--- src/verilog/cpu_core_regs.svh ---
// constants of the core register state: register-space address, flag bit
// positions, reset values, stack and program-counter steps.
// assumes the includer compiles it once; definitions only.
`ifndef CPU_CORE_REGS_SVH
`define CPU_CORE_REGS_SVH

// =============================================================
// register space
`define FLAGS_REG_ADDR 8'hf7

// =============================================================
// flag bit positions
`define FLAG_IE_BIT 0
`define FLAG_ZERO_BIT 1
`define FLAG_CARRY_BIT 2
`define FLAG_SUPER_BIT 3
`define FLAG_BANK_BIT 4

// bits that the flag logic instructions may touch: bank, carry, zero, ie
`define FLAGS_USER_MASK 8'h17
// bits that exist at all; 7:5 read as zero
`define FLAGS_READ_MASK 8'h1f

// =============================================================
// reset values
`define FLAGS_RESET 8'h02
`define ACC_RESET 8'h00
`define INDEX_RESET 8'h00
`define SP_RESET 8'h00
`define PC_RESET 16'h0000

// =============================================================
// program counter and stack steps
`define IMM_INSN_BYTES 16'h0002
`define ONE_BYTE_INSN 16'h0001
`define SP_STEP_ONE 8'h01
`define SP_STEP_CALL 8'h02
`define SP_STEP_INTERRUPT_RETURN 8'h03

`endif

--- src/verilog/cpu_core_pkg.sv ---
// types shared by the core register state and its helper modules.
// assumes nothing beyond a SystemVerilog compiler.
package cpu_core_pkg;

	// =============================================================
	// operation codes
	typedef enum logic [3:0] {
		ALU_MOV, ALU_ADD, ALU_ADC, ALU_SUB, ALU_SBB,
		ALU_AND, ALU_OR, ALU_XOR, ALU_CMP, ALU_ASL, ALU_ASR
	} alu_op_t;

	typedef enum logic [1:0] {DST_A, DST_F, DST_SP, DST_X} dst_t;

	typedef enum logic [2:0] {
		STK_PUSH, STK_POP, STK_CALL, STK_LONG_SUBROUTINE_CALL, STK_RET, STK_INTERRUPT_RETURN
	} stack_op_t;

	typedef enum logic [2:0] {
		RQ_IMM, RQ_STACK, RQ_SWAP, RQ_JUMP, RQ_SUPER_ENTER, RQ_SUPER_EXIT
	} req_kind_t;

	// =============================================================
	// carriers
	typedef struct packed {
		logic valid;
		req_kind_t kind;
		alu_op_t op;
		dst_t dst;
		logic [7:0] imm;
		stack_op_t stk;
		logic [15:0] target;
	} req_t;

	typedef struct packed {
		logic [7:0] flags;
		logic [7:0] acc;
		logic [7:0] idx;
		logic [7:0] sp;
		logic [15:0] pc;
		logic [7:0] rd_data;
		logic rd_hit;
	} arch_state_t;

endpackage : cpu_core_pkg

--- src/verilog/cpu_alu8.sv ---
// 8-bit arithmetic and logic unit of the core, purely combinational.
// assumes the caller decides which results to write back.
module cpu_alu8
	import cpu_core_pkg::*;
(
	input wire alu_op_t op_i, // operation
	input wire logic [7:0] a_i, // destination value
	input wire logic [7:0] b_i, // immediate value
	input wire logic carry_i, // current carry flag
	output logic [7:0] res_o, // result
	output logic carry_o, // carry or borrow out
	output logic zero_o, // result equals zero
	output logic flags_o // operation updates flags
);
	logic [8:0] wide;

	always_comb begin
		wide = {1'b0, a_i};
		unique case (op_i)
			ALU_MOV: wide = {1'b0, b_i};
			ALU_ADD: wide = {1'b0, a_i} + {1'b0, b_i};
			ALU_ADC: wide = {1'b0, a_i} + {1'b0, b_i} + {8'h00, carry_i};
			ALU_SUB, ALU_CMP: wide = {1'b0, a_i} - {1'b0, b_i};
			ALU_SBB: wide = {1'b0, a_i} - {1'b0, b_i} - {8'h00, carry_i};
			ALU_AND: wide = {1'b0, a_i & b_i};
			ALU_OR: wide = {1'b0, a_i | b_i};
			ALU_XOR: wide = {1'b0, a_i ^ b_i};
			ALU_ASL: wide = {a_i, 1'b0};
			ALU_ASR: wide = {a_i[0], a_i[7], a_i[7:1]};
			default: wide = {1'b0, a_i};
		endcase
		res_o = wide[7:0];
		carry_o = wide[8];
		zero_o = (wide[7:0] == 8'h00);
		flags_o = (op_i != ALU_MOV);
	end

endmodule : cpu_alu8

--- src/verilog/stack_top_pointer_step.sv ---
// next stack pointer for push, pop, calls and returns.
// assumes one stack operation per request; the pointer wraps in 8 bits.
`include "cpu_core_regs.svh"
module stack_top_pointer_step
	import cpu_core_pkg::*;
(
	input wire stack_op_t stk_i, // stack operation
	input wire logic [7:0] sp_i, // current pointer
	output logic [7:0] sp_o // pointer after the operation
);
	always_comb begin
		unique case (stk_i)
			STK_PUSH: sp_o = sp_i + `SP_STEP_ONE;
			STK_POP: sp_o = sp_i - `SP_STEP_ONE;
			STK_CALL, STK_LONG_SUBROUTINE_CALL: sp_o = sp_i + `SP_STEP_CALL;
			STK_RET: sp_o = sp_i - `SP_STEP_CALL;
			STK_INTERRUPT_RETURN: sp_o = sp_i - `SP_STEP_INTERRUPT_RETURN;
			default: sp_o = sp_i;
		endcase
	end

endmodule : stack_top_pointer_step

--- src/verilog/cpu_core_register_state.sv ---
// architectural register state of the 8-bit core: flags, accumulator,
// index, stack pointer and program counter, plus the one register-space
// window onto the flags.
// assumes the instruction sequencer presents at most one request a cycle
// and that memory traffic for stack and operands is done elsewhere.
`include "cpu_core_regs.svh"

module cpu_core_register_state
	import cpu_core_pkg::*;
#(
	parameter int DATA_W = 8,
	parameter int PROG_BYTES = 8192
) (
	input wire logic sys_clk_i, // core clock, 50 MHz
	input wire logic rst_n_i, // asynchronous reset, active low
	input wire req_t req_i, // instruction request from the sequencer
	input wire logic rd_en_i, // register-space read strobe
	input wire logic [7:0] rd_addr_i, // register-space read address
	output logic [7:0] rd_data_o, // register-space read data
	output logic rd_hit_o, // read address belonged to this block
	output logic [7:0] flags_o, // flags register
	output logic [7:0] acc_o, // accumulator
	output logic [7:0] index_o, // index register
	output logic [7:0] sp_o, // stack pointer
	output logic [7:0] pc_high_o, // program counter bits 15:8
	output logic [7:0] pc_low_o, // program counter bits 7:0
	output logic irq_enable_o, // interrupt master enable
	output logic bank_sel_o, // register bank select
	output logic supervisor_o // supervisor code executing
);

	// =============================================================
	// elaboration checks
	generate
		if (DATA_W != 8) begin : g_bad_width
			$error("core data path must be 8 bits");
		end
		if (PROG_BYTES < 1 || PROG_BYTES > 65536) begin : g_bad_prog
			$error("program memory exceeds counter range");
		end
	endgenerate

	localparam arch_state_t ST_RESET = '{
		flags: `FLAGS_RESET,
		acc: `ACC_RESET,
		idx: `INDEX_RESET,
		sp: `SP_RESET,
		pc: `PC_RESET,
		rd_data: 8'h00,
		rd_hit: 1'b0
	};

	// =============================================================
	// operand selection
	function automatic logic [7:0] dest_value(input arch_state_t s,
		input dst_t d);
		logic [7:0] v;
		v = s.acc;
		unique case (d)
			DST_A: v = s.acc;
			DST_F: v = s.flags;
			DST_SP: v = s.sp;
			DST_X: v = s.idx;
		endcase
		return v;
	endfunction : dest_value

	arch_state_t st_q;
	arch_state_t st_d;
	logic [7:0] alu_a;
	logic [7:0] alu_res;
	logic alu_carry;
	logic alu_zero;
	logic alu_flags;
	logic [7:0] sp_next;
	logic stack_jumps;

	assign alu_a = dest_value(st_q, req_i.dst);

	cpu_alu8 u_alu (
		.op_i(req_i.op),
		.a_i(alu_a),
		.b_i(req_i.imm),
		.carry_i(st_q.flags[`FLAG_CARRY_BIT]),
		.res_o(alu_res),
		.carry_o(alu_carry),
		.zero_o(alu_zero),
		.flags_o(alu_flags)
	);

	stack_top_pointer_step u_sp (
		.stk_i(req_i.stk),
		.sp_i(st_q.sp),
		.sp_o(sp_next)
	);

	assign stack_jumps = (req_i.stk != STK_PUSH) && (req_i.stk != STK_POP);

	// =============================================================
	// next state
	always_comb begin
		st_d = st_q;
		// only the flags answer in register space; all else misses
		st_d.rd_hit = 1'b0;
		st_d.rd_data = 8'h00;
		if (rd_en_i && rd_addr_i == `FLAGS_REG_ADDR) begin
			st_d.rd_hit = 1'b1;
			st_d.rd_data = st_q.flags & `FLAGS_READ_MASK;
		end
		if (req_i.valid) begin
			unique case (req_i.kind)
				RQ_IMM: begin
					st_d.pc = st_q.pc + `IMM_INSN_BYTES;
					unique case (req_i.dst)
						DST_F: begin
							// bit 3 and the reserved bits are outside the mask
							if (req_i.op == ALU_OR) begin
								st_d.flags = st_q.flags |
									(req_i.imm & `FLAGS_USER_MASK);
							end else if (req_i.op == ALU_AND) begin
								st_d.flags = st_q.flags &
									(req_i.imm | ~`FLAGS_USER_MASK);
							end
						end
						DST_A: begin
							if (req_i.op != ALU_CMP) begin
								st_d.acc = alu_res;
							end
						end
						DST_X: begin
							if (req_i.op != ALU_CMP) begin
								st_d.idx = alu_res;
							end
						end
						DST_SP: begin
							// adding to the stack pointer leaves the flags alone
							if (req_i.op != ALU_CMP) begin
								st_d.sp = alu_res;
							end
						end
					endcase
					if (alu_flags && (req_i.dst == DST_A ||
						req_i.dst == DST_X)) begin
						st_d.flags[`FLAG_CARRY_BIT] = alu_carry;
						st_d.flags[`FLAG_ZERO_BIT] = alu_zero;
					end
				end
				RQ_STACK: begin
					st_d.sp = sp_next;
					if (stack_jumps) begin
						st_d.pc = req_i.target;
					end else begin
						st_d.pc = st_q.pc + `ONE_BYTE_INSN;
					end
				end
				RQ_SWAP: begin
					st_d.acc = st_q.sp;
					st_d.sp = st_q.acc;
					st_d.pc = st_q.pc + `ONE_BYTE_INSN;
				end
				RQ_JUMP: begin
					st_d.pc = req_i.target;
				end
				RQ_SUPER_ENTER: begin
					st_d.flags[`FLAG_SUPER_BIT] = 1'b1;
				end
				RQ_SUPER_EXIT: begin
					st_d.flags[`FLAG_SUPER_BIT] = 1'b0;
				end
				default: begin
					st_d = st_d;
				end
			endcase
		end
	end

	always_ff @(posedge sys_clk_i or negedge rst_n_i) begin
		if (!rst_n_i) begin
			st_q <= ST_RESET;
		end else begin
			st_q <= st_d;
		end
	end

	// =============================================================
	// outputs, all taken from the state register
	assign rd_data_o = st_q.rd_data;
	assign rd_hit_o = st_q.rd_hit;
	assign flags_o = st_q.flags;
	assign acc_o = st_q.acc;
	assign index_o = st_q.idx;
	assign sp_o = st_q.sp;
	assign pc_high_o = st_q.pc[15:8];
	assign pc_low_o = st_q.pc[7:0];
	assign irq_enable_o = st_q.flags[`FLAG_IE_BIT];
	assign bank_sel_o = st_q.flags[`FLAG_BANK_BIT];
	assign supervisor_o = st_q.flags[`FLAG_SUPER_BIT];

	// =============================================================
	// checks
	logic [8:0] sum_acc;
	logic imm_to_a;
	logic imm_to_f;

	assign sum_acc = {1'b0, st_q.acc} + {1'b0, req_i.imm};
	assign imm_to_a = req_i.valid && req_i.kind == RQ_IMM &&
		req_i.dst == DST_A;
	assign imm_to_f = req_i.valid && req_i.kind == RQ_IMM &&
		req_i.dst == DST_F;

	property p_flag_read;
		@(posedge sys_clk_i) disable iff (!rst_n_i)
		rd_en_i && rd_addr_i == `FLAGS_REG_ADDR |=>
			rd_hit_o && rd_data_o == ($past(flags_o) & `FLAGS_READ_MASK);
	endproperty
	a_flag_read: assert property (p_flag_read)
		else $error("flags read at f7 gave wrong data");

	property p_other_miss;
		@(posedge sys_clk_i) disable iff (!rst_n_i)
		!(rd_en_i && rd_addr_i == `FLAGS_REG_ADDR) |=>
			!rd_hit_o && rd_data_o == 8'h00;
	endproperty
	a_other_miss: assert property (p_other_miss)
		else $error("register space answered outside f7");

	property p_super_kept;
		@(posedge sys_clk_i) disable iff (!rst_n_i)
		imm_to_f |=> $stable(supervisor_o) && flags_o[7:5] == 3'b000;
	endproperty
	a_super_kept: assert property (p_super_kept)
		else $error("flag instruction changed supervisor or reserved bits");

	property p_imm_length;
		@(posedge sys_clk_i) disable iff (!rst_n_i)
		req_i.valid && req_i.kind == RQ_IMM |=>
			{pc_high_o, pc_low_o} == $past(st_q.pc) + `IMM_INSN_BYTES;
	endproperty
	a_imm_length: assert property (p_imm_length)
		else $error("immediate instruction did not advance by two");

	property p_add_acc;
		@(posedge sys_clk_i) disable iff (!rst_n_i)
		imm_to_a && req_i.op == ALU_ADD |=> acc_o == $past(sum_acc[7:0]);
	endproperty
	a_add_acc: assert property (p_add_acc)
		else $error("accumulator add result wrong");

	property p_add_carry;
		@(posedge sys_clk_i) disable iff (!rst_n_i)
		imm_to_a && req_i.op == ALU_ADD |=>
			flags_o[`FLAG_CARRY_BIT] == $past(sum_acc[8]);
	endproperty
	a_add_carry: assert property (p_add_carry)
		else $error("carry flag does not follow add carry");

	property p_add_zero;
		@(posedge sys_clk_i) disable iff (!rst_n_i)
		imm_to_a && req_i.op != ALU_MOV |=>
			flags_o[`FLAG_ZERO_BIT] == (acc_o == 8'h00) ||
			$past(req_i.op) == ALU_CMP;
	endproperty
	a_add_zero: assert property (p_add_zero)
		else $error("zero flag does not follow result");

	property p_or_flags;
		@(posedge sys_clk_i) disable iff (!rst_n_i)
		imm_to_f && req_i.op == ALU_OR |=>
			flags_o == ($past(flags_o) |
			($past(req_i.imm) & `FLAGS_USER_MASK));
	endproperty
	a_or_flags: assert property (p_or_flags)
		else $error("or into flags gave wrong value");

	property p_flags_quiet;
		@(posedge sys_clk_i) disable iff (!rst_n_i)
		!req_i.valid |=> $stable(flags_o) ##1 1'b1;
	endproperty
	a_flags_quiet: assert property (p_flags_quiet)
		else $error("flags changed with no request");

	property p_push_step;
		@(posedge sys_clk_i) disable iff (!rst_n_i)
		req_i.valid && req_i.kind == RQ_STACK && req_i.stk == STK_PUSH |=>
			sp_o == $past(sp_o) + `SP_STEP_ONE;
	endproperty
	a_push_step: assert property (p_push_step)
		else $error("push did not raise stack pointer by one");

	property p_swap_regs;
		@(posedge sys_clk_i) disable iff (!rst_n_i)
		req_i.valid && req_i.kind == RQ_SWAP |=>
			acc_o == $past(sp_o) && sp_o == $past(acc_o);
	endproperty
	a_swap_regs: assert property (p_swap_regs)
		else $error("swap did not exchange accumulator and stack pointer");

	property p_jump_target;
		@(posedge sys_clk_i) disable iff (!rst_n_i)
		req_i.valid && req_i.kind == RQ_JUMP |=>
			{pc_high_o, pc_low_o} == $past(req_i.target);
	endproperty
	a_jump_target: assert property (p_jump_target)
		else $error("jump did not load the program counter");

	property p_cmp_keeps_acc;
		@(posedge sys_clk_i) disable iff (!rst_n_i)
		imm_to_a && req_i.op == ALU_CMP |=> $stable(acc_o);
	endproperty
	a_cmp_keeps_acc: assert property (p_cmp_keeps_acc)
		else $error("compare wrote the accumulator");

	property p_mov_keeps_flags;
		@(posedge sys_clk_i) disable iff (!rst_n_i)
		imm_to_a && req_i.op == ALU_MOV |=> $stable(flags_o);
	endproperty
	a_mov_keeps_flags: assert property (p_mov_keeps_flags)
		else $error("move into accumulator changed the flags");

	property p_super_enter;
		@(posedge sys_clk_i) disable iff (!rst_n_i)
		req_i.valid && req_i.kind == RQ_SUPER_ENTER |=> supervisor_o;
	endproperty
	a_super_enter: assert property (p_super_enter)
		else $error("supervisor entry did not set the state bit");

endmodule : cpu_core_register_state

--- config.mk ---
export PLATFORM = sky130hd
export DESIGN_NAME = cpu_core_register_state
export DESIGN_NICKNAME = d
export VERILOG_FILES = /design/src/verilog/cpu_core_pkg.sv /design/src/verilog/cpu_alu8.sv /design/src/verilog/stack_top_pointer_step.sv /design/src/verilog/cpu_core_register_state.sv
export VERILOG_INCLUDE_DIRS = /design/src /design/src/verilog
export SDC_FILE = /design/constraint.sdc
export NUM_CORES = 1
export LEC_CHECK = 0
export ABC_AREA = 1
export ABC_CLOCK_PERIOD_IN_PS = 8100
export BUFFER_PORTS_ARGS = -buffer_cell sky130_fd_sc_hd__buf_2
export CORE_ASPECT_RATIO = 1.25
export CORE_MARGIN = 4
export CORE_UTILIZATION = 35
export CTS_CLUSTER_DIAMETER = 50
export DETAILED_ROUTE_END_ITERATION = 10
export PLACE_DENSITY = 0.55
export SETUP_SLACK_MARGIN = 0.3
export SLEW_MARGIN = 5
export SYNTH_ARGS = -nofsm -noshare
export SYNTH_HDL_FRONTEND = slang
export SYNTH_SLANG_ARGS = --single-unit
--- constraint.sdc ---
create_clock -name sys_clk_i -period 8.1 [get_ports sys_clk_i]
set_input_delay 1.62 -clock sys_clk_i [delete_from_list [all_inputs] [get_ports sys_clk_i]]
set_output_delay 1.62 -clock sys_clk_i [all_outputs]
set_load 0.02 [all_outputs]
* Word-level counts from Yosys, hierarchy flattened
Cells that the tools add are included.
Word-level totals: bits of input ports 48, register bits after elaboration 57, output and inout port bits 60, logic and storage cells 100
Operators by class: reduce and logical (&&, ||, !) cells 27, bitwise gates (word level) 5, equal/unequal tests 32, muxes and demuxes 16, add/sub/neg operators 11
Operators by type and width (number):
- $pmux 9 s10 | 1
- $pmux 16 s4 | 1
- $mux 8 | 6
- $pmux 8 s5 | 1
- $pmux 8 s4 | 1
- $pmux 8 s3 | 1
- $reduce_and 4->1 | 5
- $add 16x1->16 const B | 1
- $add 16x2->16 const B | 1
- $and 8x8->8 | 2
- $eq 4x3->1 const B | 4
- $mux 16 | 1
- $pmux 8 s2 | 1
- $sub 8x2->8 const B | 2
- $eq 3x2->1 const B | 4
- $eq 3x3->1 const B | 4
- $eq 4x4->1 const B | 3
- $reduce_bool 3->1 | 4
- $add 8x8->9 | 1
- $add 9x1->9 | 1
- $sub 8x8->9 | 1
- $sub 9x1->9 | 1
- $add 8x1->8 const B | 1
- $add 8x2->8 const B | 1
- 30 further kinds | 42

* Logic depth before layout (Yosys ltp)
depth after elaboration 8, gate-level depth with buffers 26, mapped depth without buffers 25

* Hierarchy
A second synthesis with hierarchy kept.
Second synthesis, totals: cells, all modules 1113, area, all modules 6727.7 um2
By module, submodules not included:
- cpu_core_register_state | cells an instance 542, area each 3768.6 um2, instances 1
- cpu_alu8 | cells an instance 431, area each 2157.1 um2, instances 1
- stack_top_pointer_step | cells an instance 140, area each 802.0 um2, instances 1

* Worst setup path before layout
OpenSTA, ideal clock, no wires.
kind input-to-reg, from input port req_i[27] (netlist bit), to register st_q, in the netlist flags_o[1], setup slack 3736 ps, data required time 8032 ps, library setup time 68 ps, stages 24, arrival time 4296 ps, cell sequence inv_1 ha_1 buf_2 inv_2 nand2_1 o22ai_2 ha_1 inv_1 fa_1 inv_1 ha_1 inv_1 nand3_1 nand3_1 nand2_1 nor2_1 nand2_1 nand2_1 nand3_1 nor2_1 nand3_2 nor2_2 nand3_1 a21oi_2
On the way: word-level cells in the longest chain between the ends 7, elaborated cells between the ends (all ways) 20, classes of those cells add/sub: 4; eq/ne: 3; mux: 3; bitwise: 3; reduce/logical: 7
Ends and longest elaborated chain:
- start, declared | RTL line cpu_core_register_state.sv:16 | input wire req_t req_i,
- $eq 2x2->1, or another cell as far along | RTL line cpu_core_register_state.sv:59, cpu_core_register_state.sv:143
- $pmux 8 s4 | RTL line cpu_core_register_state.sv:59 | unique case (d)
- $sub 8x8->9 or $add 8x8->9 (tied branches)
- $sub 9x1->9 or $add 9x1->9 (tied branches) | RTL line cpu_alu8.sv:24, cpu_alu8.sv:22
- $pmux 9 s10 | RTL line cpu_alu8.sv:19 | unique case (op_i)
- $logic_not 8->1 | RTL line cpu_alu8.sv:34 | zero_o = (wide[7:0] == 8'h00);
- $mux 2 | RTL line cpu_core_register_state.sv:142 | if (alu_flags && (req_i.dst == DST_A ||
- end signal, assigned | RTL line cpu_core_register_state.sv:181 | st_q <= st_d;
- end, declared | RTL line cpu_core_register_state.sv:68 | arch_state_t st_q;
Parallel ways exist; a longest one is shown, timed or not. A chain may end at the register's enable or synchronous reset.

* Worst setup path in the final report
Same ends and word-level chain as after synthesis.

==> flow_summary.yaml <==
status:
  outcome: "completed"
power:
  combPwrFrac: 0.537
  switching_share: 0.497
  internal_power_mw: 0.655
  power_switching_mw: 0.647
  ir_drop_uv: 96.2
  p_leak_nw: 3.69
  power_frac_seq: 0.298
  finalPower_mw: 1.30
  p_clk_frac: 0.165
  power.density_mw_per_mm2: 188
logic_synthesis:
  muxShareOfSynthArea: 0
  synthAdderAreaFrac: 0.107
  synth_top_area_frac: 0.205
  synthSimpleGateAreaFrac: 0.380
  synth_cells: 982
  yosysSeqAreaShare: 0.209
  postSynth.asyncResetShare: 1.00
  synthXorXnorAreaFrac: 0.0215
  yosysWarnings: 0
  synth-compound-area-share: 0.164
  synth.distinct_cells: 60
  synth-seq-cells: 51
  yosys-top-cells-area: "dfrtp_1 (21%), nand2_1 (16%), ha_1 (9.4%)"
  synthFlopType: "dfrtp_1"
  synth.cell_area_sq_mm: 0.00610
  synth_area_leader_cell: "dfrtp_1"
  avgSynthCellArea_sq_um: 6.21
  synth_edf_count: 0
  synth_top_family_by_area: "simple AND/OR/NAND/NOR gates"
clock_network:
  cts_buffer_depth: 2
  cts_hold_buf: 0
  htreeDepth: 2
  insertion_delay_ns: 0.30
  clock_sinks: 51
  clock-root-buffer: "clkbuf_16"
  ctsResizeCount: 0
  path_clk_slew_ns: 0.07
  cts_tree: "yes"
  numCtsBuffers: 5
  post-cts-setup-buffer-count: 0
finish:
  n_fill_cell: 1943
  antennaDiodeCount: 0
  post-route-util: 0.407
  area_growth_pct: 13.4
  finalNetCount: 1172
  fin_area_sq_mm: 0.00692
  finalNonFillerCells: 1295
  drive_gt1_frac: 0.157
floorplanning:
  dieWidth_um: 126
  core_sq_mm: 0.0170
  initial_utilization: 0.359
  num_rows: 53
  boundaryPins: 108
  die_area_sq_mm: 0.0196
  die_h_um: 156
min_path:
  worstHoldEndpoint: "index_o[2]"
  min_path_type: "reg2reg"
  hp-start: "index_o[2]"
  hold_depth: 2
global_route:
  antenna_found_initial: 0
  grt_overflow_total: 0
  grt_usage: 0.210
  grt_max_degree: 52
  grt_pass1_wl_um: 33500
  grt_pass1_vias: 6491
sta:
  tightest_slew_ns: 1.20
  tns_ns: 0
  setup_viol: 0
  holdWs_ns: 0.529
  final_hold_viol_count: 0
  rsz0062_at_grt: "no"
  clock.fmax_mhz: 211
  maxSlewHeadroom: 0.195
  period_share: 0.586
  fin_crit_ns: 4.75
  setup_slack_ns: 3.35
  worst_clock_skew_ns: 0.00455
  maxSlewViolCount: 0
setup_path:
  rr_worst_depth: 19
  rrSetupSlack_ns: 4.88
  r2r_start: "sp_o[0]"
  worstSetupStartpointType: "input port"
  worstPathRequired_ns: 8.33
  r2r_end: "flags_o[1]"
  crit_arrival_ns: 4.97
  endpoint_kind: "flip-flop"
  criticalPathCategory: "in2reg"
  path_max_fanout: 10
place:
  pre_cts_ws_ns: 3.06
  hpwlAfterDp_um: 17100
  dp.cells: 1287
  gp_congestion: 1.00
  port_buffers: 101
  dpl-instance-area_sq_mm: 0.00677
detailed_routing:
  wl_um: 21200
  via_per_inst: 5.16
  drt-pass1-iter-count: 5
  drtIter0Drc: 476
  drt_drc_violations_left: 0
  routedWlPerCell_um: 16.4
  dr_total_vias: 6683
  ant_nets: 0
flow_run:
  cap_violations: 0
## power groups by stage
stage | combinational (mW) | sequential, mW | clock, mW
finish | 0.699 | 0.388 | 0.215
global route | 0.783 | 0.398 | 0.232
CTS | 0.701 | 0.389 | 0.221
detailed placement | 0.697 | 0.394 | 0
global placement | 0.695 | 0.394 | 0
floorplan | 0.442 | 0.434 | 0
## layout by cell type (no fill, tap or decap), types with 9 or more instances in the layout
master	count
o21ai_0	54
dfrtp_1	50
nor2_1	110
xor2_1	13
nand3_1	95
o211ai_1	9
nand2_2	10
nor3_1	9
a21oi_1	45
inv_2	11
inv_1	134
buf_2	101
ha_1	46
nand2_1	268
## metal layers
metal	global-route usage	share of wire	routed length, um	vias up
li1	-	-	-	3355
met1	0.278	0.45	9440	3063
met2	0.355	0.47	9970	213
met3	0.0277	0.053	1120	52
met4	0.0685	0.031	651	0
met5	0	0	0	-
## cells in the mapped netlist (3+ instances only)
cell type	n
ha_1	46
o21ai_0	54
nand3_1	95
o21ai_1	6
a31oi_1	3
o211ai_1	9
o21ai_2	3
fa_1	4
nor3_2	3
nand4_1	7
nand2_1	268
nor2_2	7
o21bai_1	3
nand3_2	5
xor2_1	13
a211oi_1	6
a22oi_1	4
nor2_1	110
inv_2	11
nand2_2	10
nand2_4	3
buf_4	12
clkbuf_1	4
nand3b_1	4
dfrtp_1	50
a21oi_1	45
nor3_1	9
o22ai_1	8
inv_1	134
buf_2	8
a221oi_1	3
## critical path, stage by stage
cell	delay, ns
buf_2	0.12
inv_1	0.07
ha_1	0.37
inv_2	0.16
o22ai_2	0.37
inv_1	0.11
ha_1	0.25
fa_1	0.55
ha_1	0.18
nand3_1	0.11
nand3_1	0.10
nand2_1	0.06
nor2_1	0.08
nand2_1	0.06
nand2_1	0.13
nand3_1	0.09
nor2_1	0.13
nand3_2	0.08
nor2_2	0.09
nand3_1	0.09
a21oi_2	0.14
## worst max path at each step
stage | from | end
after floorplan | req_i[27] | flags_o[1]
after global placement | req_i[27] | flags_o[1]
after detailed placement | req_i[27] | flags_o[1]
after CTS | req_i[27] | flags_o[1]
after global routing | req_i[27] | flags_o[1]
final | req_i[27] | flags_o[1]
## state kept, by name, summed over array words and instances, names as in the netlist
name	cells
index_o	8
rd_data_o	5
sp_o	8
acc_o	8
pc_high_o	8
flags_o	5
pc_low_o	8
rd_hit_o	1
## cell type report
cell class | instances | area (sq um) | area share
sequential | 51 | 1280 | 0.185
clock buffer | 6 | 129 | 0.0186
inverter | 148 | 559 | 0.0809
multi-input combinational | 763 | 4130 | 0.597
clock inverter | 2 | 12.5 | 0.00181
timing repair buffer | 105 | 536 | 0.0774
tap | 220 | 275 | 0.0398
## logic make-up after synthesis
| group | Yosys count |
|---|---|
| XOR/XNOR | 15 |
| AND/OR/NAND/NOR | 530 |
| AO/OA/AOI/OAI | 162 |
| buffers and inverters | 173 |
| flip-flops | 51 |
| other | 1 |
| adder cells (fa/ha/maj) | 50 |
No activity file was read; power rests on OpenSTA's default activity.
